===== src/hpc_pkg.sv =====
package hpc_pkg;
  // ****************************************************************
  // Control register layout
  // ****************************************************************
  localparam int          CTRL_W        = 16;
  localparam int          ADDR_W        = 20;
  localparam int          ADDR_LO_W     = 16;
  localparam int          ADDR_HI_W     = 4;
  localparam int          BIT_BOOT_DONE = 0;
  localparam int          BIT_IRQ       = 1;
  localparam int          BIT_UPPER_SEL = 5;
  localparam logic [15:0] CTRL_RESET    = 16'h0000;
  localparam logic [15:0] CTRL_RW_MASK  = 16'hfffc;
  localparam logic [1:0]  SEL_CTRL      = 2'h0;
  localparam logic [1:0]  SEL_ADDR      = 2'h2;
endpackage


===== src/hpc_sync.sv =====
`timescale 1ns/10ps
module hpc_sync #(
  parameter int WIDTH = 1
) (
  input  wire logic             clk,
  input  wire logic             resetn,
  input  wire logic [WIDTH-1:0] d,
  output logic      [WIDTH-1:0] q
);
  logic [WIDTH-1:0] meta_reg;

  always_ff @(posedge clk or negedge resetn)
  begin
    if (!resetn)
    begin
      meta_reg <= '0;
      q        <= '0;
    end
    else
    begin
      meta_reg <= d;
      q        <= meta_reg;
    end
  end
endmodule


===== src/hpc_top.sv =====
`timescale 1ns/10ps
// How it works
// - Select bit clear: address-holding write loads bits 15-0 from all data lines.
// - Select bit set: address-holding write loads bits 19-16 from data lines 3-0.
// - Nonmultiplexed mode ignores select bit; address comes from address lines.
// - Writing 1 to interrupt bit sends maskable interrupt request to core.
// - Writing 0 to interrupt bit does nothing; bit always reads 0.
// - Boot-complete bit clears on DSP reset.
// - Core stalls in host boot while boot-complete is 0, runs once 1.
// - Bits 1,0 write-only; others read/write; all reset to zero.
// - Only the host reaches the control register; core has no path.
// - Each write of 1 gives exactly one request; no clearing needed.
module hpc_top (
  input  wire logic        CLK,
  input  wire logic        RESETN,
  input  wire logic        MUX_MODE,
  input  wire logic        HOST_WR_STB,
  input  wire logic        ACCESS_SELECT_HIGH,
  input  wire logic        ACCESS_SELECT_LOW,
  input  wire logic [15:0] HOST_DATA_LINES,
  input  wire logic [19:0] HOST_ADDRESS_LINES,
  input  wire logic        HOST_BOOT_MODE,
  output logic      [15:0] HOST_READ_DATA,
  output logic      [19:0] MEM_ADDRESS,
  output logic             HOST_TO_CORE_IRQ,
  output logic             BOOT_COMPLETE,
  output logic             CORE_STALL
);
  // ****************************************************************
  // Input synchronisers
  // ****************************************************************
  localparam int SW = 1 + 1 + 1 + 1 + hpc_pkg::CTRL_W + hpc_pkg::ADDR_W + 1;
  logic [SW-1:0] raw_in;
  logic [SW-1:0] sync_in;
  logic          mux_s;
  logic          stb_s;
  logic          sel_hi_s;
  logic          sel_lo_s;
  logic [hpc_pkg::CTRL_W-1:0] data_s;
  logic [hpc_pkg::ADDR_W-1:0] addr_s;
  logic          boot_mode_s;
  logic          stb_d_reg;
  logic          wr_pulse;
  logic          ctrl_wr;
  logic          addr_wr;

  assign raw_in = {MUX_MODE, HOST_WR_STB, ACCESS_SELECT_HIGH, ACCESS_SELECT_LOW,
                   HOST_DATA_LINES, HOST_ADDRESS_LINES, HOST_BOOT_MODE};

  hpc_sync #(.WIDTH(SW)) u_sync (
    .clk    (CLK),
    .resetn (RESETN),
    .d      (raw_in),
    .q      (sync_in)
  );

  assign {mux_s, stb_s, sel_hi_s, sel_lo_s, data_s, addr_s, boot_mode_s} = sync_in;

  always_ff @(posedge CLK or negedge RESETN)
  begin
    if (!RESETN)
      stb_d_reg <= 1'b0;
    else
      stb_d_reg <= stb_s;
  end

  // Write taken on the rising edge of the synchronised strobe
  assign wr_pulse = stb_s & ~stb_d_reg;

  function automatic logic is_ctrl(input logic mux, input logic hi, input logic lo);
    is_ctrl = mux ? ({hi, lo} == hpc_pkg::SEL_CTRL) : ~lo;
  endfunction

  // only host-side decode reaches the register
  assign ctrl_wr = wr_pulse & is_ctrl(mux_s, sel_hi_s, sel_lo_s);
  assign addr_wr = wr_pulse & mux_s & ({sel_hi_s, sel_lo_s} == hpc_pkg::SEL_ADDR);

  // ****************************************************************
  // Control register
  // ****************************************************************
  logic [hpc_pkg::CTRL_W-1:0] ctrl_reg;
  logic                       irq_reg;
  logic                       boot_reg;
  logic [hpc_pkg::ADDR_W-1:0] hold_reg;
  logic [hpc_pkg::ADDR_W-1:0] mem_addr_reg;

  always_ff @(posedge CLK or negedge RESETN)
  begin
    if (!RESETN)
      ctrl_reg <= hpc_pkg::CTRL_RESET;
    else if (ctrl_wr)
      ctrl_reg <= data_s & hpc_pkg::CTRL_RW_MASK;
  end

  // One request per write of 1; the bit itself is never stored
  always_ff @(posedge CLK or negedge RESETN)
  begin
    if (!RESETN)
      irq_reg <= 1'b0;
    else
      irq_reg <= ctrl_wr & data_s[hpc_pkg::BIT_IRQ];
  end

  // Boot-complete is sticky until the next reset
  always_ff @(posedge CLK or negedge RESETN)
  begin
    if (!RESETN)
      boot_reg <= 1'b0;
    else if (ctrl_wr && data_s[hpc_pkg::BIT_BOOT_DONE])
      boot_reg <= 1'b1;
  end

  // ****************************************************************
  // Address holding register
  // ****************************************************************
  always_ff @(posedge CLK or negedge RESETN)
  begin
    if (!RESETN)
      hold_reg <= '0;
    else if (addr_wr)
    begin
      if (ctrl_reg[hpc_pkg::BIT_UPPER_SEL])
        hold_reg[hpc_pkg::ADDR_W-1:hpc_pkg::ADDR_LO_W] <= data_s[hpc_pkg::ADDR_HI_W-1:0];
      else
        hold_reg[hpc_pkg::ADDR_LO_W-1:0] <= data_s;
    end
  end

  // ****************************************************************
  // Memory address output
  // ****************************************************************
  // Registered so the core sees a clean address after a mode change
  always_ff @(posedge CLK or negedge RESETN)
  begin
    if (!RESETN)
      mem_addr_reg <= '0;
    else if (mux_s)
      mem_addr_reg <= hold_reg;
    else
      mem_addr_reg <= addr_s;
  end

  assign HOST_READ_DATA   = ctrl_reg;
  assign MEM_ADDRESS      = mem_addr_reg;
  assign HOST_TO_CORE_IRQ = irq_reg;
  assign BOOT_COMPLETE    = boot_reg;
  assign CORE_STALL       = boot_mode_s & ~boot_reg;
endmodule


===== config.mk =====
export PLATFORM = sky130hd
export DESIGN_NAME = hpc_top
export DESIGN_NICKNAME = d
export VERILOG_FILES = /design/src/hpc_pkg.sv /design/src/hpc_sync.sv /design/src/hpc_top.sv
export SDC_FILE = /design/constraint.sdc
export NUM_CORES = 1
export LEC_CHECK = 0
export BUFFER_PORTS_ARGS = -buffer_cell sky130_fd_sc_hd__buf_2
export CAP_MARGIN = 20
export CELL_PAD_IN_SITES_DETAIL_PLACEMENT = 0
export CELL_PAD_IN_SITES_GLOBAL_PLACEMENT = 2
export CORE_MARGIN = 8
export CORE_UTILIZATION = 42
export CTS_BUF_LIST = sky130_fd_sc_hd__clkbuf_4
export DETAILED_ROUTE_END_ITERATION = 7
export GPL_TIMING_DRIVEN = 0
export PLACE_DENSITY_LB_ADDON = 0.1
export SKIP_CTS_REPAIR_TIMING = 1
export SLEW_MARGIN = 20
export SYNTH_ARGS = -nofsm -noshare
export SYNTH_HDL_FRONTEND = slang
export SYNTH_SLANG_ARGS = --single-unit

===== constraint.sdc =====
create_clock -name CLK -period 4.1 [get_ports CLK]
set_input_delay 0.205 -clock CLK [delete_from_list [all_inputs] [get_ports CLK]]
set_output_delay 0.205 -clock CLK [all_outputs]
set_load 0.02 [all_outputs]

[Yosys cells after proc, flatten, opt, wreduce, memory -nomap -nowiden]
Cells that the tools add are included.
Storage, ports and cells
  bits in registers: 139
  input bits: 43
  output and inout port bits: 39
  word-level logic and storage cells: 26
Cells by class
  equality and inequality tests: 1
  multiplexer cells: 2
  bitwise operators: 10
  reductions and logical operators: 4
Operators with widths (count)
  20-bit 2-to-1 mux: 1
  1-bit bitwise AND: 6
  1-bit NOT: 4
  2-bit AND reduction: 2
  2-bit equality test, second input constant: 1
  2-bit logical NOT: 1
  1-bit logical AND: 1
  1-bit 2-to-1 mux: 1

[Logic depth before layout (Yosys ltp)]
Gate-level depths: netlist of the first run.
  depth in word-level cells: 5
  depth in mapped cells: 5
  depth with buffers taken out: 3

[Cells and area by module]
A second synthesis of the first run with hierarchy kept.
Unflattened totals
  cells, all modules: 212
  area total of the unflattened synthesis: 4264.1 µm²
By module, submodules not included
  hpc_top: instances 1, cells an instance 130, area each 2212.1 µm², sequential area each 1426.4 µm²
  hpc_sync: instances 1, cells an instance 82, area each 2052.0 µm², sequential area each 2052.0 µm²

[Worst setup path before layout of the first run]
Ideal clock, no wire load.
  kind: register to register
  start point: reg stb_d_reg
  end point: reg hold_reg[10] (netlist name)
  setup time: 125 ps
  data arrival time: 1512 ps
  data required time: 3975 ps
  slack: 2463 ps
  stages on the path, launching flop included: 5
  buffers on the path: 1
  period minus slack after synthesis: 1637 ps
  cells stage by stage: dfrtp_1 or3b_4 nor3_4 buf_6 mux2_2
On the way
  cells in the longest elaborated chain, start to end: 5
Ends and longest elaborated chain
  from (decl): line hpc_top.sv:42  | logic stb_d_reg;
  from (signal assigned): line hpc_top.sv:64  | stb_d_reg <= stb_s;
  1-bit NOT: line hpc_top.sv:68  | assign wr_pulse = stb_s & ~stb_d_reg;
  1-bit bitwise AND: line hpc_top.sv:68
  1-bit bitwise AND (2 in series): line hpc_top.sv:76  | assign addr_wr = wr_pulse & mux_s & ({sel_hi_s, sel_lo_s} == hpc_pkg::SEL_ADDR);
  2-bit AND reduction (no source line)
  to (signal, indexed assignment): line hpc_top.sv:123  | hold_reg[hpc_pkg::ADDR_W-1:hpc_pkg::ADDR_LO_W] <= data_s[hpc_pkg::ADDR_HI_W-1:0];
  to (signal, indexed assignment): line hpc_top.sv:125  | hold_reg[hpc_pkg::ADDR_LO_W-1:0] <= data_s;
  to (decl): line hpc_top.sv:84  | logic [hpc_pkg::ADDR_W-1:0] hold_reg;
No other way between the ends.
A chain may end at the register's enable or synchronous reset.

[Worst setup path in the final report of the first run]
  start point: reg stb_d_reg
  end point: reg hold_reg[11] (netlist name)
The elaborated chain is that of the path after synthesis.

==> results of run 1 <==
-- layout make-up --
cell class,count,area [um2],share of cell area (%)
Clock buffer,18,135,2.42
Tap cell,133,166,2.98
Multi-Input combinational cell,65,717,12.8
Antenna cell,2,5.00,0.0897
Timing Repair Buffer,122,853,15.3
Clock inverter,13,153,2.74
Buffer,7,65.1,1.17
Sequential cell,139,3480,62.3
Inverter,2,7.51,0.135
-- layer usage --
layer / share of wire [%] / wire length, um / GRT usage [%] / vias up
li1: - / - / - / 993
met1: 43 / 3150 / 13.4 / 1111
met2: 48 / 3530 / 17.3 / 55
met3: 7.7 / 568 / 6.41 / 6
met4: 1.1 / 80 / 4.86 / 0
met5: 0 / 0 / 0 / -
-- stage by stage --
step	setup WS, ps	hold WS [ps]	std cells	util [%]	total power (W)
3_3_place_gp	988	312	425	49.2	0.00199
3_5_place_dp	2220	198	426	49.6	0.00200
4_1_cts	2210	-383	457	52.5	0.00289
6_report	2250	240	501	56.8	0.00286
2_1_floorplan	2460	-90.6	213	-	0.00184
5_1_grt	2140	223	501	56.8	0.00302
-- cell families after synthesis --
family / Yosys count / synth area share, %
flip-flops: 139 / 81.6
multiplexers: 54 / 15.0
buffers and inverters: 9 / 1.70
AND/OR/NAND/NOR: 8 / 1.50
AO/OA/AOI/OAI: 1 / 0.176
other: 1 / 0.0879
-- power groups by stage --
stage / sequential, W / combinational (W) / clock [W]
CTS: 0.00160 / 0.000374 / 0.000914
floorplan: 0.00170 / 0.000136 / 0
detailed placement: 0.00162 / 0.000373 / 0
global placement: 0.00162 / 0.000362 / 0
finish: 0.00160 / 0.000394 / 0.000872
global route: 0.00162 / 0.000428 / 0.000977
-- final timing paths --
check | cells past startpoint | end | startpoint | slack, ps
max | 4 | hold_reg[11] | stb_d_reg | 2250
min | 2 | u_sync.meta_reg[21] | RESETN | 240
max reg2reg | 4 | hold_reg[11] | stb_d_reg | 2250
min reg2reg | 0 | u_sync.q[25] | u_sync.meta_reg[25] | 360
max in group asynchronous | 3 | u_sync.q[38] | RESETN | 3140
min in group CLK | 2 | u_sync.meta_reg[7] | HOST_ADDRESS_LINES[6] | 350
-- worst reg2reg max path, cell delays in order, from the launching register on --
cell	delay [ps]
dfrtp_1	370
or3b_4	420
nor3_4	370
buf_6	240
mux2_2	350
-- Yosys cell counts, types with 2 or more instances --
master | number | area (um2)
inv_1 | 2 | 7.51
buf_1 | 2 | 7.51
dfrtp_1 | 139 | 3480
buf_6 | 2 | 22.5
nor2_1 | 2 | 7.51
mux2_4 | 8 | 120
buf_4 | 2 | 15.0
mux2_2 | 46 | 518
==> impl_metrics.json, run 1 <==
{
  "seqPwrFrac_pct": 55.8,
  "avgViaCountPerCell": 4.32,
  "pwr-share-clk_pct": 30.5,
  "drt_iter0_drc": 104,
  "std_cell_rows": 36,
  "grt_overflow": 0,
  "end_kind": "flop",
  "synth_flop_cell": "dfrtp_1",
  "cts-root-buf": "clkbuf_4",
  "htreeDepth": 4,
  "grt_pass1_wl_um": 11500,
  "cp-start-kind": "flop",
  "p_comb_share_pct": 13.8,
  "seq_area_frac_synth_pct": 81.6,
  "fin_setup_tns_ps": 0,
  "drcViolationCount": 0,
  "final_common_cell": "dfrtp_1",
  "dpl-instance-area_um2": 4870,
  "die_height_um": 117,
  "ir_worst_vdd_mv": 0.434,
  "dp.final_hpwl_um": 4550,
  "internal_power_w": 0.00215,
  "max_stage_delay_ps": 420,
  "outcome": "complete, no violations",
  "drv_cap": 0,
  "crit_family": "simple AND/OR/NAND/NOR gates",
  "area_delta_synth_final_pct": 30.9,
  "top_level_ports": 82,
  "dr.pass1.iters": 4,
  "switchingPower_w": 0.000713,
  "ant_nets": 0,
  "numCtsBuffers": 17,
  "synth_cell_type_count": 17,
  "async_flop_share_pct": 100,
  "cts_tree": "yes",
  "netlist_instances": 212,
  "stdcell_area_um2": 5580,
  "gp_congestion": 0.636,
  "grt_pass1_vias": 2269,
  "core_um2": 9820,
  "min_period_ps": 1850,
  "worst-path-buf-inv": 1,
  "routed_wl_um": 7330,
  "path_class": "reg -> reg",
  "maxSlewViolCount": 0,
  "layout-drive-gt1-share_pct": 46.7,
  "floorplan.die.width_um": 117,
  "start_util_pct": 43.4,
  "rsz0062_at_grt": "no",
  "min_path_type": "in -> async",
  "p_sw_share_pct": 24.9,
  "final_hold_viol_count": 0,
  "fill_cells": 829,
  "numPortBuffers": 79,
  "nets": 397,
  "synth_edf_count": 0,
  "p_leak_nw": 2.67,
  "ys_warn_count": 0,
  "timing.fmax_mhz": 541,
  "crit_fanout": 10,
  "p_per_area_nw_per_um2": 513,
  "num_vias": 2165,
  "finClkSkew_ps": 18.4,
  "final_cell_mix": "139 x dfrtp_1, 78 x buf_2, 46 x mux2_2",
  "design.die.area_um2": 13600,
  "cts_max_path_buffers": 2,
  "clk-insertion-delay-late_ps": 490,
  "critPathSlowestCell": "or3b_4",
  "synth-seq-cells": 139,
  "min_period_over_period_pct": 45.1,
  "crit_arrival_ps": 2220,
  "clk_pin_slew_worst_paths_ps": 110,
  "grt_use_total_pct": 11.6,
  "relSlewSlack_pct": 48.5,
  "setup_violations": 0,
  "grt_max_degree": 72,
  "cp.required_ps": 4470,
  "worst_slew_pin_slew_ps": 772,
  "clock_sinks": 139,
  "crit_chain": "or3b_4, nor3_4, buf_6, mux2_2",
  "wl_per_cell_um": 14.6,
  "avgSynthCellArea_um2": 20.1,
  "grt_antenna_before_repair": 1,
  "synth_area_um2": 4260
}
Note: power is estimated with default switching activity, not from simulation.
==> run 2: changes to the inputs <==
==> constraint.sdc (replaced) <==
create_clock -name CLK -period 1.85 [get_ports CLK]
set_input_delay 0.0925 -clock CLK [delete_from_list [all_inputs] [get_ports CLK]]
set_output_delay 0.0925 -clock CLK [all_outputs]
set_load 0.02 [all_outputs]
==> run 2 against run 1 <==
Combinational power up 120%; count of clock-buffer cells in the layout unchanged; via count down 0.32%; fmax up 7.2%; design area up 0.40%; first-iteration DRC count up 4.8%; hold slack worse by 110 ps; utilization up 0.23 points; non-clock buffer count up 3; critical path depth unchanged; critical path type unchanged; highest routed layer unchanged.
==> impl_metrics.json, run 2 (synthesized netlist as in run 1, its figures left out) <==
{
  "outcome": "complete, no violations",
  "start_util_pct": 43.4,
  "core_um2": 9820,
  "wl_per_cell_um": 14.6,
  "std_cell_rows": 36,
  "met3_usage_pct": 6.41,
  "grt_pass1_wl_um": 11500,
  "fill_cells": 829,
  "drcViolationCount": 0,
  "seqPwrFrac_pct": 55.8,
  "globalRouteMet1Util_pct": 13.4,
  "dr.pass1.iters": 4,
  "htreeDepth": 4,
  "finClkSkew_ps": 17.5,
  "fin_setup_tns_ps": 0,
  "grt_pass1_vias": 2269,
  "cp-start-kind": "flop",
  "numCtsBuffers": 17,
  "p_comb_share_pct": 13.8,
  "layout-drive-gt1-share_pct": 47.2,
  "grt_antenna_before_repair": 1,
  "top_level_ports": 82,
  "ir_worst_vdd_mv": 0.956,
  "design.die.area_um2": 13600,
  "ant_nets": 0,
  "clk_pin_slew_worst_paths_ps": 110,
  "p_total_w": 0.00635,
  "area_delta_synth_final_pct": 31.4,
  "drt_iter0_drc": 109,
  "r2r_cells": 4,
  "min_period_over_period_pct": 93.3,
  "setup_ws_ps": 124,
  "relSlewSlack_pct": 48.4,
  "final_cell_mix": "139 x dfrtp_1, 78 x buf_2, 46 x mux2_2",
  "multi_input_area_um2": 717,
  "floorplan.die.width_um": 117,
  "crit_fanout": 10,
  "rsz0062_at_grt": "no",
  "p_sw_share_pct": 24.9,
  "p_per_area_nw_per_um2": 1130,
  "clk-insertion-delay-late_ps": 490,
  "drv_cap": 0,
  "cts-root-buf": "clkbuf_4",
  "final_hold_viol_count": 0,
  "gp_congestion": 0.636,
  "switchingPower_w": 0.00158,
  "grt.busiest_layer": "met2",
  "critPathSlowestCell": "or3b_4",
  "path_class": "reg -> reg",
  "cp.required_ps": 2220,
  "seqCellArea_um2": 3480,
  "cts_max_path_buffers": 2,
  "nets": 400,
  "worst_slew_pin_slew_ps": 774,
  "dp.final_hpwl_um": 4550,
  "max_stage_delay_ps": 420,
  "crit_arrival_ps": 2100,
  "fin_util_pct": 57.1,
  "numPortBuffers": 79,
  "setup_violations": 0,
  "crit_chain": "or3b_4, nor3_4, buf_6, mux2_2",
  "min_period_ps": 1730,
  "grt_overflow": 0,
  "grt_use_total_pct": 11.6,
  "avgViaCountPerCell": 4.28,
  "grt_max_degree": 72,
  "clock_sinks": 139,
  "pre_cts_ws_ps": -28.4,
  "num_vias": 2158,
  "whs_ps": 128,
  "min_path_type": "in -> async",
  "internal_power_w": 0.00477,
  "p_leak_nw": 2.69,
  "routed_wl_um": 7380,
  "end_kind": "flop",
  "final_common_cell": "dfrtp_1",
  "met2_usage_pct": 17.3,
  "pwr-share-clk_pct": 30.5,
  "die_height_um": 117,
  "cts_tree": "yes",
  "maxSlewViolCount": 0,
  "timing.fmax_mhz": 579
}
## run 2: cell count changes in the layout (fill, tap and decap cells not counted), sizes merged
cell  previous run  this run
buf             87        90
## run 2: critical path, delay by kind of cell, from the launching register on
family,cells,cell delay (ps)
simple gates,2,690
buf+inv,1,210
flops,1,370
mux,1,340
## run 2: cell type report
| class | count | area share, % |
|---|---|---|
| clock buffer | 18 | 2.41 |
| inverter | 2 | 0.134 |
| sequential | 139 | 62.1 |
| buffer | 7 | 1.16 |
| multi-input combinational | 65 | 12.8 |
| antenna | 2 | 0.0893 |
| tap | 133 | 2.97 |
| clock inverter | 13 | 2.72 |
| timing repair buffer | 125 | 15.6 |
## run 2: path summary, 6_finish.rpt
kind	start	slack, ps	end
min in group CLK	HOST_ADDRESS_LINES[13]	240	u_sync.meta_reg[14]
max in group asynchronous	RESETN	1000	u_sync.q[38]
worst max-delay path	stb_d_reg	120	hold_reg[11]
worst min register to register	u_sync.meta_reg[25]	360	u_sync.q[25]
worst min-delay path	RESETN	130	u_sync.meta_reg[21]
worst max register to register	stb_d_reg	120	hold_reg[11]
## run 2: power by group through the flow
stage	logic (W)	clock network, W	registers (W)
2_1_floorplan	0.000302	0	0.00377
3_3_place_gp	0.000803	0	0.00360
3_5_place_dp	0.000826	0	0.00360
4_1_cts	0.000828	0.00203	0.00354
5_1_grt	0.000950	0.00216	0.00358
6_report	0.000875	0.00193	0.00354
## run 2: through the flow
| step | instance area [um2] | std cells |
|---|---|---|
| after floorplan | 4270 | 213 |
| after detailed placement | 4870 | 426 |
| final | 5600 | 504 |
| after global routing | 5600 | 504 |
| after global placement | 4830 | 425 |
| after CTS | 5150 | 457 |
## run 2: layer usage
metal	up-vias	share of wire, %
li1	998	-
met1	1099	43
met2	55	48
met3	6	7.6
met4	0	1.1
met5	-	0
==> run 3: changes to the inputs <==
--- a/config.mk
+++ b/config.mk
@@ -5,7 +5,6 @@
 export SDC_FILE = /design/constraint.sdc
 export NUM_CORES = 1
 export LEC_CHECK = 0
-export BUFFER_PORTS_ARGS = -buffer_cell sky130_fd_sc_hd__buf_2
 export CAP_MARGIN = 20
 export CELL_PAD_IN_SITES_DETAIL_PLACEMENT = 0
 export CELL_PAD_IN_SITES_GLOBAL_PLACEMENT = 2
@@ -13,6 +12,7 @@
 export CORE_UTILIZATION = 42
 export CTS_BUF_LIST = sky130_fd_sc_hd__clkbuf_4
 export DETAILED_ROUTE_END_ITERATION = 7
+export DONT_BUFFER_PORTS = 1
 export GPL_TIMING_DRIVEN = 0
 export PLACE_DENSITY_LB_ADDON = 0.1
 export SKIP_CTS_REPAIR_TIMING = 1
==> run 3 against run 2 <==
The run now ends with hold timing left; fmax is 0.76% higher; sequential power is 6.8% higher; utilization is 4.3 points lower; via count is 13% lower; non-clock buffer count is 82 lower; design area is 7.6% lower; critical path type unchanged; wire length is 3.9% lower; total power is 0.74% lower; clock power is 9% higher.
==> impl_metrics.json, run 3 (synthesized netlist as in run 1, its figures left out) <==
{
  "outcome": "finished with violations",
  "violations": "hold timing",
  "r2r_cells": 4,
  "layout-drive-gt1-share_pct": 33.0,
  "relSlewSlack_pct": 49.7,
  "setup_ws_ps": 137,
  "p_total_w": 0.00630,
  "numPortBuffers": 0,
  "seqCellArea_um2": 3480,
  "htreeDepth": 4,
  "end_kind": "flop",
  "crit_arrival_ps": 2100,
  "design.die.area_um2": 13600,
  "numCtsBuffers": 17,
  "n_antenna_cell": 0,
  "critPathSlowestCell": "or3b_4",
  "fin_setup_tns_ps": 0,
  "cp-start-kind": "flop",
  "worstReg2RegEnd": "hold_reg[11]",
  "wl_per_cell_um": 16.8,
  "p_per_area_nw_per_um2": 1220,
  "dp.final_hpwl_um": 4500,
  "start_util_pct": 43.4,
  "cp.required_ps": 2240,
  "whs_ps": -727,
  "drcViolationCount": 0,
  "maxSlewViolCount": 0,
  "seqPwrFrac_pct": 60.0,
  "grt_max_degree": 140,
  "cts_max_path_buffers": 2,
  "p_sw_share_pct": 24.0,
  "fill_cells": 818,
  "core_um2": 9820,
  "drv_cap": 0,
  "finClkSkew_ps": 17.7,
  "cts_tree": "yes",
  "floorplan.die.width_um": 117,
  "grt_use_total_pct": 11.4,
  "cts-root-buf": "clkbuf_4",
  "timing.fmax_mhz": 584,
  "crit_fanout": 10,
  "drt_iter0_drc": 111,
  "multi_input_area_um2": 717,
  "crit_chain": "or3b_4, nor3_4, buf_6, mux2_2",
  "ant_nets": 0,
  "clock_sinks": 139,
  "grt_pass1_vias": 2003,
  "num_vias": 1871,
  "internal_power_w": 0.00479,
  "min_period_over_period_pct": 92.6,
  "top_level_ports": 82,
  "p_leak_nw": 2.37,
  "rsz0062_at_grt": "no",
  "dr.pass1.iters": 4,
  "grt_pass1_wl_um": 10900,
  "ir_worst_vdd_mv": 0.700,
  "max_stage_delay_ps": 420,
  "pwr-share-clk_pct": 33.4,
  "nets": 318,
  "p_comb_share_pct": 6.6,
  "min_path_type": "in -> async",
  "grt_overflow": 0,
  "min_period_ps": 1710,
  "gp_congestion": 0.703,
  "die_height_um": 117,
  "final_common_cell": "dfrtp_1",
  "reg2reg_slack_ps": 140,
  "std_cell_rows": 36,
  "pre_cts_ws_ps": -36.4,
  "setup_violations": 0,
  "area_delta_synth_final_pct": 21.4,
  "final_cell_mix": "139 x dfrtp_1, 46 x mux2_2, 41 x dlygate4sd3_1",
  "clk-insertion-delay-late_ps": 510,
  "grt_antenna_before_repair": 0,
  "routed_wl_um": 7090,
  "avgViaCountPerCell": 4.44,
  "final_hold_viol_count": 139,
  "worst_slew_pin_slew_ps": 754,
  "path_class": "reg -> reg",
  "worstReg2RegStart": "stb_d_reg",
  "clk_pin_slew_worst_paths_ps": 120,
  "switchingPower_w": 0.00151
}
[run 3: cell count changes in the layout (fill, tap and decap cells not counted), sizes merged]
| cell | change |
|---|---|
| inv | +1 |
| clkbuf | +1 |
| bufinv | +1 |
| buf | -81 |
| dlygate4sd3 | -1 |
| clkinvlp | -2 |
| diode | -2 |
[run 3: worst max-delay path by stage]
stage | start | end | cells past startpoint
2_1_floorplan | stb_d_reg | hold_reg[10] | 4
3_3_place_gp | stb_d_reg | hold_reg[14] | 4
4_1_cts | stb_d_reg | hold_reg[11] | 4
3_5_place_dp | stb_d_reg | hold_reg[14] | 4
5_1_grt | stb_d_reg | hold_reg[18] | 3
6_report | stb_d_reg | hold_reg[11] | 4
[run 3: final cells by class]
class / instances / share of cell area (%)
Buffer: 7 / 1.26
Clock buffer: 19 / 2.76
Clock inverter: 13 / 3.36
Inverter: 2 / 0.145
Multi-Input combinational cell: 65 / 13.9
Sequential cell: 139 / 67.2
Tap cell: 133 / 3.21
Timing Repair Buffer: 43 / 8.22
[run 3: through the flow]
stage                     utilization (%)  instances  cell area, um2
after global routing                 52.7        421            5180
after global placement               45.2        346            4430
after CTS                            48.4        378            4750
after detailed placement             45.2        346            4430
final                                52.7        421            5180
after floorplan                         -        213            4270
[run 3: worst max-delay path: cells and delay by family (launching register included)]
family                 cells  cell delay, ps
and+or+nand+nor            2             660
muxes                      1             350
buffers and inverters      1             200
DFF                        1             380
[run 3: power by group through the flow]
stage          Sequential [W]  Combinational [W]  Clock (W)
6_report              0.00378           0.000413    0.00210
4_1_cts               0.00379           0.000350    0.00219
2_1_floorplan         0.00377           0.000302          0
5_1_grt               0.00383           0.000452    0.00233
3_5_place_dp          0.00385           0.000344          0
3_3_place_gp          0.00383           0.000328          0
[run 3: metal layers]
metal  routed length, um  global-route usage, %
met5                   0                      0
met4                 131                   6.40
met3                 569                   6.98
met2                3450                   17.3
met1                2940                   12.0
